--- src/eas_pkg.sv ---
// Shared constants and types for the status register map block
package eas_pkg;

  // ----------------------------------------
  // Register addresses
  // ----------------------------------------
  localparam logic [6:0] ADDR_NULL_LO = 7'h00;
  localparam logic [6:0] ADDR_STATUS = 7'h01;
  localparam logic [6:0] ADDR_CAL_CFG = 7'h12;
  localparam logic [6:0] ADDR_MUX_CFG = 7'h14;
  localparam logic [6:0] ADDR_ECG_CFG = 7'h15;
  localparam logic [6:0] ADDR_BEAT_CFG_A = 7'h1D;
  localparam logic [6:0] ADDR_BEAT_CFG_B = 7'h1E;
  localparam logic [6:0] ADDR_QUEUE_BURST = 7'h20;
  localparam logic [6:0] ADDR_QUEUE_SINGLE = 7'h21;
  localparam logic [6:0] ADDR_BEAT_INTERVAL = 7'h25;
  localparam logic [6:0] ADDR_NULL_HI = 7'h7F;

  // ----------------------------------------
  // Word layout and reset values
  // ----------------------------------------
  localparam int unsigned REG_W = 24;
  localparam int unsigned QUEUE_DEPTH = 32;
  localparam logic [23:0] CFG_RESET = 24'h000000;
  localparam int BIT_QTHR = 23;
  localparam int BIT_QOVF = 22;
  localparam int BIT_FAST = 21;
  localparam int BIT_DCLO = 20;
  localparam int BIT_LON = 11;
  localparam int BIT_BEAT = 10;
  localparam int BIT_SAMPLE_PULSE_FLAG = 9;
  localparam int BIT_UNLOCK = 8;
  localparam int BIT_DETAIL_LSB = 0;

  // ----------------------------------------
  // Serial frame edge counts
  // ----------------------------------------
  localparam logic [5:0] EDGE_ADDR = 6'h08;
  localparam logic [5:0] EDGE_POP = 6'h1E;
  localparam logic [5:0] EDGE_LAST = 6'h20;
  localparam logic [5:0] EDGE_WRAP = 6'h09;

  typedef enum logic [1:0] {
    PH_IDLE = 2'b00,
    PH_ADDR = 2'b01,
    PH_DATA = 2'b10
  } eas_phase_t;

  typedef struct packed {
    logic fast_recovery;
    logic dc_lead_off;
    logic pos_above_high;
    logic pos_below_low;
    logic neg_above_high;
    logic neg_below_low;
    logic leads_on;
    logic beat_event;
    logic sample_pulse;
    logic loop_unlock;
  } eas_cond_t;

  typedef struct packed {
    logic [23:0] calibration_config;
    logic [23:0] input_mux_config;
    logic [23:0] ecg_channel_config;
    logic [23:0] beat_detect_config_a;
    logic [23:0] beat_detect_config_b;
  } eas_cfg_t;

endpackage

--- src/eas_queue.sv ---
// Sample queue with registered read data and registered flags
`timescale 1ns/1ps
module eas_queue #(
  parameter int unsigned W = 24,
  parameter int unsigned D = 32
) (
  input wire logic core_clk_i,
  input wire logic rst_n_i,
  input wire logic flush_i,
  input wire logic in_valid_i,
  input wire logic [W-1:0] in_data_i,
  output logic in_ready_o,
  output logic out_valid_o,
  input wire logic out_ready_i,
  output logic [W-1:0] out_data_o,
  output logic [$clog2(D):0] level_o
);
  localparam int unsigned AW = $clog2(D);

  logic [W-1:0] mem_q [D];
  logic [AW-1:0] wp_q;
  logic [AW-1:0] rp_q;
  logic [AW-1:0] rp_d;
  logic [AW:0] lvl_q;
  logic [AW:0] lvl_d;
  logic full_q;
  logic empty_q;
  logic [W-1:0] data_q;
  wire push = in_valid_i & ~full_q;
  wire pop = out_ready_i & ~empty_q;

  assign rp_d = flush_i ? '0 : (pop ? rp_q + 1'b1 : rp_q);

  always_comb begin
    lvl_d = lvl_q;
    if (flush_i) begin
      lvl_d = '0;
    end else if (push && !pop) begin
      lvl_d = lvl_q + 1'b1;
    end else if (pop && !push) begin
      lvl_d = lvl_q - 1'b1;
    end
  end

  always_ff @(posedge core_clk_i) begin
    if (push) begin
      mem_q[wp_q] <= in_data_i;
    end
  end

  // Head word bypasses the array when written into an empty slot
  always_ff @(posedge core_clk_i or negedge rst_n_i) begin
    if (!rst_n_i) begin
      wp_q <= '0;
      rp_q <= '0;
      lvl_q <= '0;
      full_q <= 1'b0;
      empty_q <= 1'b1;
      data_q <= '0;
    end else begin
      wp_q <= flush_i ? '0 : (push ? wp_q + 1'b1 : wp_q);
      rp_q <= rp_d;
      lvl_q <= lvl_d;
      full_q <= (lvl_d == (AW+1)'(D));
      empty_q <= (lvl_d == '0);
      data_q <= (push && !flush_i && wp_q == rp_d) ? in_data_i : mem_q[rp_d];
    end
  end

  assign in_ready_o = ~full_q;
  assign out_valid_o = ~empty_q;
  assign out_data_o = data_q;
  assign level_o = lvl_q;
endmodule // eas_queue

--- src/eas_status_map.sv ---
// Serial register map: null, status, configuration, sample queue and beat interval
`timescale 1ns/1ps
module eas_status_map #(
  parameter int unsigned QW = 24,
  parameter int unsigned QD = 32
) (
  input wire logic core_clk_i,
  input wire logic rst_n_i,
  input wire logic spi_csb_n_i,
  input wire logic spi_sclk_i,
  input wire logic spi_sdi_i,
  output logic spi_sdo_o,
  output logic spi_sdo_oe_o,
  input wire logic smp_valid_i,
  input wire logic [QW-1:0] smp_data_i,
  output logic smp_ready_o,
  input wire eas_pkg::eas_cond_t cond_i,
  input wire logic [$clog2(QD)-1:0] queue_thresh_i,
  input wire logic queue_reset_i,
  input wire logic sync_i,
  input wire logic [23:0] beat_interval_i,
  input wire logic beat_interval_valid_i,
  output eas_pkg::eas_cfg_t cfg_o
);
  import eas_pkg::*;

  // ----------------------------------------
  // Pin synchronisers and edge detection
  // ----------------------------------------
  logic [2:0] sclk_q;
  logic [1:0] csb_q;
  logic [1:0] sdi_q;

  always_ff @(posedge core_clk_i or negedge rst_n_i) begin
    if (!rst_n_i) begin
      sclk_q <= 3'h0;
      csb_q <= 2'h3;
      sdi_q <= 2'h0;
    end else begin
      sclk_q <= {sclk_q[1:0], spi_sclk_i};
      csb_q <= {csb_q[0], spi_csb_n_i};
      sdi_q <= {sdi_q[0], spi_sdi_i};
    end
  end

  wire sel = ~csb_q[1];
  wire sdi_s = sdi_q[1];
  wire rise = sel & sclk_q[1] & ~sclk_q[2];
  wire fall = sel & ~sclk_q[1] & sclk_q[2];

  // ----------------------------------------
  // Frame state
  // ----------------------------------------
  eas_phase_t ph_q;
  eas_phase_t ph_d;
  logic [5:0] cnt_q;
  logic [5:0] cnt_d;
  logic [6:0] ash_q;
  logic [6:0] addr_q;
  logic rd_q;
  logic [23:0] wsh_q;
  logic [23:0] sh_q;
  logic sdo_q;
  logic sdo_oe_q;

  wire [7:0] aword = {ash_q, sdi_s};
  wire [6:0] a_now = aword[7:1];
  wire [23:0] wword = {wsh_q[22:0], sdi_s};
  wire burst_q = (addr_q == ADDR_QUEUE_BURST);
  wire queue_q = burst_q | (addr_q == ADDR_QUEUE_SINGLE);
  wire at_addr = rise & (cnt_d == EDGE_ADDR);
  wire at_last = rise & (ph_q == PH_DATA) & (cnt_d == EDGE_LAST);
  wire at_pop = rise & (ph_q == PH_DATA) & (cnt_d == EDGE_POP);

  always_comb begin
    ph_d = ph_q;
    cnt_d = cnt_q;
    case (ph_q)
      PH_IDLE: begin
        cnt_d = 6'h00;
        if (sel) begin
          ph_d = PH_ADDR;
        end
      end
      PH_ADDR: begin
        if (rise) begin
          cnt_d = cnt_q + 6'h01;
          if (cnt_d == EDGE_ADDR) begin
            ph_d = PH_DATA;
          end
        end
      end
      PH_DATA: begin
        if (rise) begin
          if (cnt_q == EDGE_LAST) begin
            cnt_d = (rd_q && burst_q) ? EDGE_WRAP : EDGE_LAST;
          end else begin
            cnt_d = cnt_q + 6'h01;
          end
        end
      end
      default: begin
        ph_d = PH_IDLE;
        cnt_d = 6'h00;
      end
    endcase
    if (!sel) begin
      ph_d = PH_IDLE;
      cnt_d = 6'h00;
    end
  end

  always_ff @(posedge core_clk_i or negedge rst_n_i) begin
    if (!rst_n_i) begin
      ph_q <= PH_IDLE;
      cnt_q <= 6'h00;
    end else begin
      ph_q <= ph_d;
      cnt_q <= cnt_d;
    end
  end

  always_ff @(posedge core_clk_i or negedge rst_n_i) begin
    if (!rst_n_i) begin
      ash_q <= 7'h00;
      addr_q <= ADDR_NULL_LO;
      rd_q <= 1'b0;
      wsh_q <= 24'h000000;
    end else if (rise && ph_q == PH_ADDR) begin
      ash_q <= aword[6:0];
      if (at_addr) begin
        addr_q <= a_now;
        rd_q <= aword[0];
      end
    end else if (rise && ph_q == PH_DATA) begin
      wsh_q <= wword;
    end
  end

  // ----------------------------------------
  // Sample queue
  // ----------------------------------------
  logic q_valid;
  logic [QW-1:0] q_data;
  logic [$clog2(QD):0] q_level;
  wire q_pop = at_pop & rd_q & queue_q & q_valid;
  wire q_drop = smp_valid_i & ~smp_ready_o;

  eas_queue #(
    .W(QW),
    .D(QD)
  ) u_queue (
    .core_clk_i(core_clk_i),
    .rst_n_i(rst_n_i),
    .flush_i(queue_reset_i | sync_i),
    .in_valid_i(smp_valid_i),
    .in_data_i(smp_data_i),
    .in_ready_o(smp_ready_o),
    .out_valid_o(q_valid),
    .out_ready_i(q_pop),
    .out_data_o(q_data),
    .level_o(q_level)
  );

  // ----------------------------------------
  // Status flags
  // ----------------------------------------
  logic qthr_q;
  logic qovf_q;
  logic [7:0] lat_q;
  logic [3:0] det_q;
  logic [23:0] beat_q;

  wire stat_clr = at_last & rd_q & (addr_q == ADDR_STATUS);
  wire [7:0] lat_set = {
    1'b0, 1'b0, cond_i.fast_recovery, cond_i.dc_lead_off,
    cond_i.leads_on, cond_i.beat_event, cond_i.sample_pulse, cond_i.loop_unlock
  };
  wire [3:0] det_set = {
    cond_i.pos_above_high, cond_i.pos_below_low,
    cond_i.neg_above_high, cond_i.neg_below_low
  };
  wire thr_hit = (q_level > {1'b0, queue_thresh_i});

  always_ff @(posedge core_clk_i or negedge rst_n_i) begin
    if (!rst_n_i) begin
      lat_q <= 8'h00;
      det_q <= 4'h0;
      qovf_q <= 1'b0;
      qthr_q <= 1'b0;
    end else begin
      lat_q <= lat_set | (lat_q & {8{~stat_clr}});
      det_q <= det_set | (det_q & {4{~stat_clr}});
      qovf_q <= q_drop | (qovf_q & ~(queue_reset_i | sync_i));
      qthr_q <= thr_hit;
    end
  end

  always_ff @(posedge core_clk_i or negedge rst_n_i) begin
    if (!rst_n_i) begin
      beat_q <= 24'h000000;
    end else if (beat_interval_valid_i) begin
      beat_q <= beat_interval_i;
    end
  end

  logic [23:0] status_w;

  always_comb begin
    status_w = 24'h000000;
    status_w[BIT_QTHR] = qthr_q;
    status_w[BIT_QOVF] = qovf_q;
    status_w[BIT_FAST] = lat_q[5];
    status_w[BIT_DCLO] = lat_q[4];
    status_w[BIT_LON] = lat_q[3];
    status_w[BIT_BEAT] = lat_q[2];
    status_w[BIT_SAMPLE_PULSE_FLAG] = lat_q[1];
    status_w[BIT_UNLOCK] = lat_q[0];
    status_w[BIT_DETAIL_LSB +: 4] = det_q;
  end

  // ----------------------------------------
  // Configuration registers
  // ----------------------------------------
  eas_cfg_t cfg_q;
  wire wr_go = at_last & ~rd_q;

  // Only the configuration addresses accept data; null and read-only ones drop it
  always_ff @(posedge core_clk_i or negedge rst_n_i) begin
    if (!rst_n_i) begin
      cfg_q <= {5{CFG_RESET}};
    end else if (wr_go) begin
      case (addr_q)
        ADDR_CAL_CFG: cfg_q.calibration_config <= wword;
        ADDR_MUX_CFG: cfg_q.input_mux_config <= wword;
        ADDR_ECG_CFG: cfg_q.ecg_channel_config <= wword;
        ADDR_BEAT_CFG_A: cfg_q.beat_detect_config_a <= wword;
        ADDR_BEAT_CFG_B: cfg_q.beat_detect_config_b <= wword;
        default: cfg_q <= cfg_q;
      endcase
    end
  end

  assign cfg_o = cfg_q;

  // ----------------------------------------
  // Read data selection and serial output
  // ----------------------------------------
  logic [23:0] rd_word;
  wire [23:0] q_word = q_valid ? q_data : 24'h000000;

  always_comb begin
    case (a_now)
      ADDR_STATUS: rd_word = status_w;
      ADDR_CAL_CFG: rd_word = cfg_q.calibration_config;
      ADDR_MUX_CFG: rd_word = cfg_q.input_mux_config;
      ADDR_ECG_CFG: rd_word = cfg_q.ecg_channel_config;
      ADDR_BEAT_CFG_A: rd_word = cfg_q.beat_detect_config_a;
      ADDR_BEAT_CFG_B: rd_word = cfg_q.beat_detect_config_b;
      ADDR_QUEUE_BURST: rd_word = q_word;
      ADDR_QUEUE_SINGLE: rd_word = q_word;
      ADDR_BEAT_INTERVAL: rd_word = beat_q;
      default: rd_word = 24'h000000;
    endcase
  end

  wire load_first = at_addr & aword[0];
  // Next burst word must be in place before the falling edge that follows edge 32
  wire load_next = at_last & rd_q & burst_q;

  // Shifter drains MSB first on falling edges; single reads run out to zeros
  always_ff @(posedge core_clk_i or negedge rst_n_i) begin
    if (!rst_n_i) begin
      sh_q <= 24'h000000;
      sdo_q <= 1'b0;
      sdo_oe_q <= 1'b0;
    end else begin
      sdo_oe_q <= sel;
      if (!sel) begin
        sh_q <= 24'h000000;
        sdo_q <= 1'b0;
      end else if (load_first) begin
        sh_q <= rd_word;
      end else if (load_next) begin
        sh_q <= q_word;
      end else if (fall && ph_q == PH_DATA) begin
        sdo_q <= sh_q[23];
        sh_q <= {sh_q[22:0], 1'b0};
      end
    end
  end

  assign spi_sdo_o = sdo_q;
  assign spi_sdo_oe_o = sdo_oe_q;
endmodule // eas_status_map

--- config.mk ---
export PLATFORM = sky130hd
export DESIGN_NAME = eas_status_map
export DESIGN_NICKNAME = d
export VERILOG_FILES = /design/src/eas_pkg.sv /design/src/eas_queue.sv /design/src/eas_status_map.sv
export SDC_FILE = /design/constraint.sdc
export NUM_CORES = 1
export LEC_CHECK = 0
export BUFFER_PORTS_ARGS = -buffer_cell sky130_fd_sc_hd__buf_2
export CAP_MARGIN = 20
export CORE_ASPECT_RATIO = 1.5
export CORE_MARGIN = 1
export CORE_UTILIZATION = 45
export CTS_CLUSTER_SIZE = 24
export DETAILED_ROUTE_END_ITERATION = 10
export PLACE_DENSITY = 0.58
export SLEW_MARGIN = 15
export SYNTH_ARGS = -nofsm -noshare
export SYNTH_HDL_FRONTEND = slang
export SYNTH_SLANG_ARGS = --single-unit
--- constraint.sdc ---
create_clock -name core_clk_i -period 6.1 [get_ports core_clk_i]
set_clock_uncertainty 0.2 [all_clocks]
set_input_delay 0.915 -clock core_clk_i [delete_from_list [all_inputs] [get_ports core_clk_i]]
set_output_delay 0.915 -clock core_clk_i [all_outputs]
set_load 0.01 [all_outputs]
==> impl_metrics.yaml, run 1 <==
sta:
  slew_headroom_pct: 23.19
  slew_violations: 0
  setup_violations: 0
  min_period_ns: 5.609
  finalSetupTns_ns: 0
  rsz0062_at_grt: "no"
  hold_viol: 0
  worst_pin_slew_ns: 1.149
  fmaxAchievable_mhz: 178.3
  period_share_pct: 91.95
routing:
  drtPass1Iterations: 6
  ant_nets: 0
  drc: 0
  wl_per_cell_um: 25.55
  drt_iter0_markers: 2673
  vias: 28390
  via_per_inst: 5.833
  drt-total-wl_um: 124300
floorplanning:
  die_w_um: 254.3
  die_area_um2: 96760
  start_util_pct: 45.50
  die_y_um: 380.5
  row_count: 138
  core_um2: 94450
  io_pins: 195
clocking:
  postCtsHoldBufs: 0
  numCtsBuffers: 95
  htree_num_levels: 3
  post_cts_resized: 0
  clk_latency_ns: 0.71
  clock-sinks: 1045
  cts-root-buf: "clkbuf_16"
  clockBufferDepth: 3
  clkSlewWorstSetupHoldPaths_ns: 0.06
  cts_setup_buffers: 0
  cts_tree: "built"
synthesis:
  synthArstFlopShare_pct: 26.51
  yosysTopAreaCell: "edfxtp_1"
  syn_nets: 3471
  postSynthCellCount: 3381
  synth_edf_count: 768
  ys_seq_elements: 1045
  synth_cell_type_count: 74
  synth_area_leaders: "edfxtp_1 54%, dfrtp_1 16%, nand2_1 7.3%"
  synth_area_um2: 42970
  synthFlopType: "edfxtp_1"
  synth_top_area_share_pct: 53.67
  syn_area_per_cell_um2: 12.71
  yosysSeqAreaShare_pct: 69.80
  yosysWarnings: 0
finish:
  syn2layout_area_growth_pct: 14.28
  drive_above_1_share_pct: 18.59
  fin_nets: 3614
  fillerInstances: 8099
  fin_util_pct: 52.00
power:
  p_int_uw: 11400
  pwr-share-seq_pct: 53.6
  p_switching_uw: 3167
  clock_power_share_pct: 42.4
  vdd_drop_max_uv: 203.2
  combPwrFrac_pct: 4.1
  p_sw_share_pct: 21.74
  power_density_nw_per_um2: 296.6
  p_leak_uw: 0.01847
worst_setup_path:
  critical_path_class: "flip-flop to flip-flop"
  worstPathArrival_ns: 6.00
  timing.rr.start: "ph_q[1]$_DFFE_PN0P_"
  cp_max_fo: 56
  r2r_slack_ns: 0.49
  r2r_end: "u_queue.out_data_o[4]$_DFF_PN0_"
  startpoint_type: "flip-flop"
  end_kind: "flip-flop"
  cp.required_ns: 6.49
  reg2reg_depth: 16
placed_design:
  portBuffers: 194
  gp_congestion: 0.8154
  hpwl_um: 73310
job:
  cap_viol_max_count: 0
hold_path:
  hold_class: "primary input to asynchronous set/reset pin"
global_routing:
  grt-ovfl-total: 0
  antenna_found_initial: 9
  grt_pass1_vias: 27840
  grt_max_degree: 144
  grt_use_total_pct: 25.69
  grt_pass1_wl_um: 184000
status:
  status: "finished clean"
-- routing by layer --
metal  GRT usage [%]  share of wire, %  up-vias
met2           45.09                51     1024
met1           32.20                40    14420
met3           3.434               5.9      202
met4           9.036               3.1       10
li1                -                 -    12730
met5               0             0.056        -
-- kinds of logic after synthesis --
family          after synthesis  share of synthesized area (%)
compound gates              384                          6.682
xor+xnor                     18                         0.4280
fa+ha+maj                    18                         0.5241
buf+inv                     241                          2.254
flops                      1045                          69.80
mux                         198                          5.185
simple gates               1477                          15.12
-- how the worst max path moves through the flow --
stage                   startpoint                          endpoint  slack (ns)  cells after the start
3_5_place_dp    csb_q[1]$_DFF_PN1_   u_queue.out_data_o[4]$_DFF_PN0_        0.53                     14
4_1_cts         csb_q[1]$_DFF_PN1_   u_queue.out_data_o[4]$_DFF_PN0_        0.52                     14
3_3_place_gp    csb_q[1]$_DFF_PN1_   u_queue.out_data_o[4]$_DFF_PN0_        0.61                     14
5_1_grt        ph_q[1]$_DFFE_PN0P_   u_queue.out_data_o[4]$_DFF_PN0_        0.21                     16
6_report       ph_q[1]$_DFFE_PN0P_   u_queue.out_data_o[4]$_DFF_PN0_        0.49                     16
2_1_floorplan  ph_q[1]$_DFFE_PN0P_  u_queue.out_data_o[20]$_DFF_PN0_        1.75                     16
-- final cells by class --
cell class                      instances  area [um^2]  share of cell area (%)
Clock inverter                         36        400.4                  0.8153
Timing Repair Buffer                  261         1799                   3.664
Sequential cell                      1045        30000                   61.08
Tap cell                             1260         1577                   3.210
Multi-Input combinational cell       2095        12400                   25.24
Clock buffer                          141         2826                   5.755
Inverter                               26        107.6                  0.2191
Antenna cell                            3        7.507                 0.01529
-- power by group through the flow --
stage                     combinational [uW]  sequential [uW]  clock [uW]
after detailed placement                 591             7950           0
after floorplan                          306             7900           0
after CTS                                594             7800        6280
after global routing                     641             7810        6510
final                                    591             7800        6170
after global placement                   585             7950           0
-- cells in the mapped netlist, types with 4 or more instances --
cell type  instances
o211ai_1          48
a21o_1            10
nor3_1            11
mux2_2           186
a211oi_1           5
ha_1              18
nor4_1            13
nor2_1           100
xor2_1             4
buf_1             12
and3_1            20
or2_2              6
a21oi_1           83
clkbuf_1         169
and4_1             4
dfrtp_1          274
o221a_1           21
a31oi_1           51
nand2b_1          30
nand4_1           30
buf_2             30
or3_1              5
edfxtp_1         768
nand3_1          387
a311oi_1          20
a32oi_1           40
a222oi_1          24
o21ai_0           20
a22oi_1            4
mux2i_1           10
nor2b_1            5
a221o_1           10
xnor2_1           12
inv_1             24
or4_1              5
and2_1             4
nand2_1          836
nor3b_1            5
a221oi_1          24
-- worst max-delay path: stages, from the launching register on --
cell and delay [ns]:
dfrtp_1 0.40, inv_1 0.11, ha_1 0.35, nor4bb_1 0.34
or3b_1 0.39, a31o_1 0.22, o31a_2 0.15, or4_1 0.85
mux2_2 0.44, nand2_4 0.29, inv_6 0.52, buf_12 0.27
buf_4 0.24, nand3_1 0.09, a32oi_1 0.20, nand3_1 0.11
o221a_1 0.22
-- through the flow --
step           setup slack, ns  area (um^2)  power (uW)  hold WS (ns)  cells
6_report                0.4910        49110       14570       0.01505   4867
5_1_grt                 0.2104        49110       14960       0.06572   4867
4_1_cts                 0.5192        49080       14670       0.02489   4863
3_5_place_dp            0.5318        45860        8542        0.1404   4686
3_3_place_gp            0.6059        45720        8535        0.1386   4680
2_1_floorplan            1.748        42970        8208        0.1312   3381
-- state kept, by name, indices dropped and copies added (netlist names), 7 cells and up --
register and cells:
a_now 7, addr_q 7, beat_q 24, cfg_o 120
sh_q 24, u_queue.mem_q 768, u_queue.out_data_o 24, wsh_q 23
-- cells in the final DEF (no fill, tap or decap), types with 40 or more instances in the layout --
cell       count
a21oi_1       83
a31oi_1       49
a32oi_1       40
buf_2        193
buf_4         43
clkbuf_16    100
dfrtp_1      274
edfxtp_1     768
mux2_2       186
nand2_1      833
nand3_1      387
nor2_1        64
o211ai_1      48
No activity file was read; power rests on OpenSTA's default activity.
==> run 2: changes to the inputs <==
- ABC_AREA: not set -> 1
- SYNTH_HIERARCHICAL: not set -> 1
==> impl_metrics.yaml, run 2 <==
clocking:
  clk_latency_ns: 0.70
  numCtsBuffers: 103
  postCtsHoldBufs: 0
  post_cts_resized: 0
  clock-sinks: 1045
  cts_setup_buffers: 0
  clockBufferDepth: 3
  htree_num_levels: 3
  cts-root-buf: "clkbuf_16"
  cts_tree: "built"
  clkSlewWorstSetupHoldPaths_ns: 0.06
floorplanning:
  io_pins: 195
  start_util_pct: 45.46
  die_y_um: 399.6
  die_area_um2: 106700
  row_count: 145
  die_w_um: 267.1
  core_um2: 104300
global_routing:
  grt_pass1_wl_um: 216800
  antenna_found_initial: 5
  grt_pass1_vias: 34110
  grt-ovfl-total: 0
  grt_max_degree: 187
  grt_use_total_pct: 27.44
power:
  vdd_drop_max_uv: 206.0
  power_density_nw_per_um2: 279.1
  power.total_uw: 14880
  p_leak_uw: 0.02378
sta:
  slew_headroom_pct: 7.125
  worst_pin_slew_ns: 1.393
  slew_violations: 0
  holdWs_ns: 0.03721
  fin_ws_ns: 1.123
  hold_viol: 0
  min_period_ns: 4.977
  period_share_pct: 81.59
  rsz0062_at_grt: "no"
  finalSetupTns_ns: 0
  setup_violations: 0
  fmaxAchievable_mhz: 200.9
placed_design:
  gp_congestion: 0.8457
  place_ws_ns: 1.196
  hpwl_um: 86740
  portBuffers: 194
routing:
  ant_nets: 0
  wl_per_cell_um: 22.55
  vias: 35520
  via_per_inst: 5.507
  drt_iter0_markers: 3643
  drc: 0
  drtPass1Iterations: 6
  drt-total-wl_um: 145500
finish:
  largest_reg_flops: 768
  layout_commonest_cell: "nand2_1"
  layout_common_cells: "1037 x nand2_1, 865 x inv_1, 768 x edfxtp_1"
  syn2layout_area_growth_pct: 12.40
  largest-register: "u_queue/mem_q"
  fin_nets: 5055
  drive_above_1_share_pct: 10.37
worst_setup_path:
  reg2reg_depth: 22
  r2r_end: "u_queue/out_data_o[21]$_DFF_PN0_"
  cp.required_ns: 6.48
  end_kind: "flip-flop"
  timing.rr.start: "ph_q[0]$_DFFE_PN0P_"
  cp_max_fo: 21
  critical_path_class: "flip-flop to flip-flop"
  startpoint_type: "flip-flop"
  setup.worst_path.end: "u_queue/out_data_o[21]$_DFF_PN0_"
  crit_start: "ph_q[0]$_DFFE_PN0P_"
  worstPathArrival_ns: 5.36
  r2r_slack_ns: 1.12
synthesis:
  synth_top_area_share_pct: 48.63
  syn_area_per_cell_um2: 9.731
  synth_cell_type_count: 46
  postSynthCellCount: 4873
  yosysSeqAreaShare_pct: 63.26
  synth_area_leaders: "edfxtp_1 49%, dfrtp_1 14%, nand2_1 8.2%"
  ys_seq_elements: 1045
  synthArstFlopShare_pct: 26.51
  synth_edf_count: 768
  yosysWarnings: 6
  synthFlopType: "edfxtp_1"
  yosysTopAreaCell: "edfxtp_1"
  synth_commonest_cells: "1039 x nand2_1, 867 x inv_1, 768 x edfxtp_1"
  syn_nets: 4963
  synth_most_common_cell: "nand2_1"
  synth_area_um2: 47420
job:
  cap_viol_max_count: 0
status:
  status: "finished clean"
hold_path:
  hold_class: "primary input to asynchronous set/reset pin"
[run 2: cell types whose count changed in the layout (fill, tap and decap cells not counted), sizes merged, moves of 24 or more]
cell    change
nand3     +355
a222oi     -24
mux2      -186
inv       +851
nand4     +248
nand2b     -30
a31oi      -51
nand2     +208
nor2       +27
a32oi      -39
o211ai     -45
o21ai     +287
a21oi      -45
[run 2: per-stage QoR]
step                area (um^2)  utilization [%]  instances
finish                    53300            51.09       6450
global route              53300            51.09       6449
CTS                       53270            51.07       6446
detailed placement        49880            47.82       6255
global placement          49710            47.66       6248
floorplan                 47420                -       4873
[run 2: layout make-up]
cell class	instances	area [um^2]
Clock inverter	56	520.5
Fill cell	9391	51020
Clock buffer	135	2868
Multi-Input combinational cell	2656	12950
Timing Repair Buffer	282	1902
Sequential cell	1045	30000
Inverter	877	3309
Tap cell	1396	1747
Antenna cell	3	7.507
[run 2: cells by family after synthesis]
kind of cell,Yosys count,synth area share [%]
compound gates,412,4.770
xor+xnor,2,0.07653
fa+ha+maj,18,0.4749
buf+inv,1172,10.05
flops,1045,63.26
mux,1,0.02375
simple gates,2223,21.35
[run 2: how the worst min path moves through the flow]
| stage | slack [ns] | cells past startpoint | endpoint |
|---|---|---|---|
| floorplan | 0.13 | 0 | sclk_q[1]$_DFF_PN0_ |
| global placement | 0.15 | 0 | sdi_q[1]$_DFF_PN0_ |
| detailed placement | 0.15 | 0 | sclk_q[1]$_DFF_PN0_ |
| CTS | 0.04 | 1 | ph_q[1]$_DFFE_PN0P_ |
| global route | 0.08 | 1 | ph_q[0]$_DFFE_PN0P_ |
| finish | 0.04 | 1 | ph_q[0]$_DFFE_PN0P_ |
[run 2: power by group]
| group | switching [uW] | total [uW] | leakage, uW | internal (uW) |
|---|---|---|---|---|
| sequential | 71.8 | 7790 | 0.0106 | 7720 |
| combinational | 500 | 651 | 0.0115 | 151 |
| clock | 2780 | 6430 | 0.00166 | 3660 |
| total | 3350 | 14900 | 0.0238 | 11500 |
[run 2: metal layers]
metal	global-route usage [%]	routed length (um)	up-vias	share of wire (%)
li1	-	-	16420	-
met1	32.69	55420	17310	38
met2	48.74	73830	1470	51
met3	3.914	9699	324	6.7
met4	12.72	6507	0	4.5
met5	0	0	-	0
[run 2: worst max-delay path, cell delays in order, from the launching register on]
cell and delay [ns]:
dfrtp_1 0.42, inv_1 0.10, ha_1 0.15, inv_1 0.07, nor2_1 0.09, inv_1 0.07
nor2_1 0.29, nand3_1 0.14, nand2_1 0.08, nand2_1 0.10, nor2_1 0.21, and3_1 0.39
nand3_4 0.15, buf_4 0.28, nor3_1 0.15, nor2_1 0.08, nand2_2 0.36, o21ai_1 0.11
nor2_1 0.15, nand3_2 0.58, buf_4 0.48, nand3_1 0.12, nand2_1 0.07
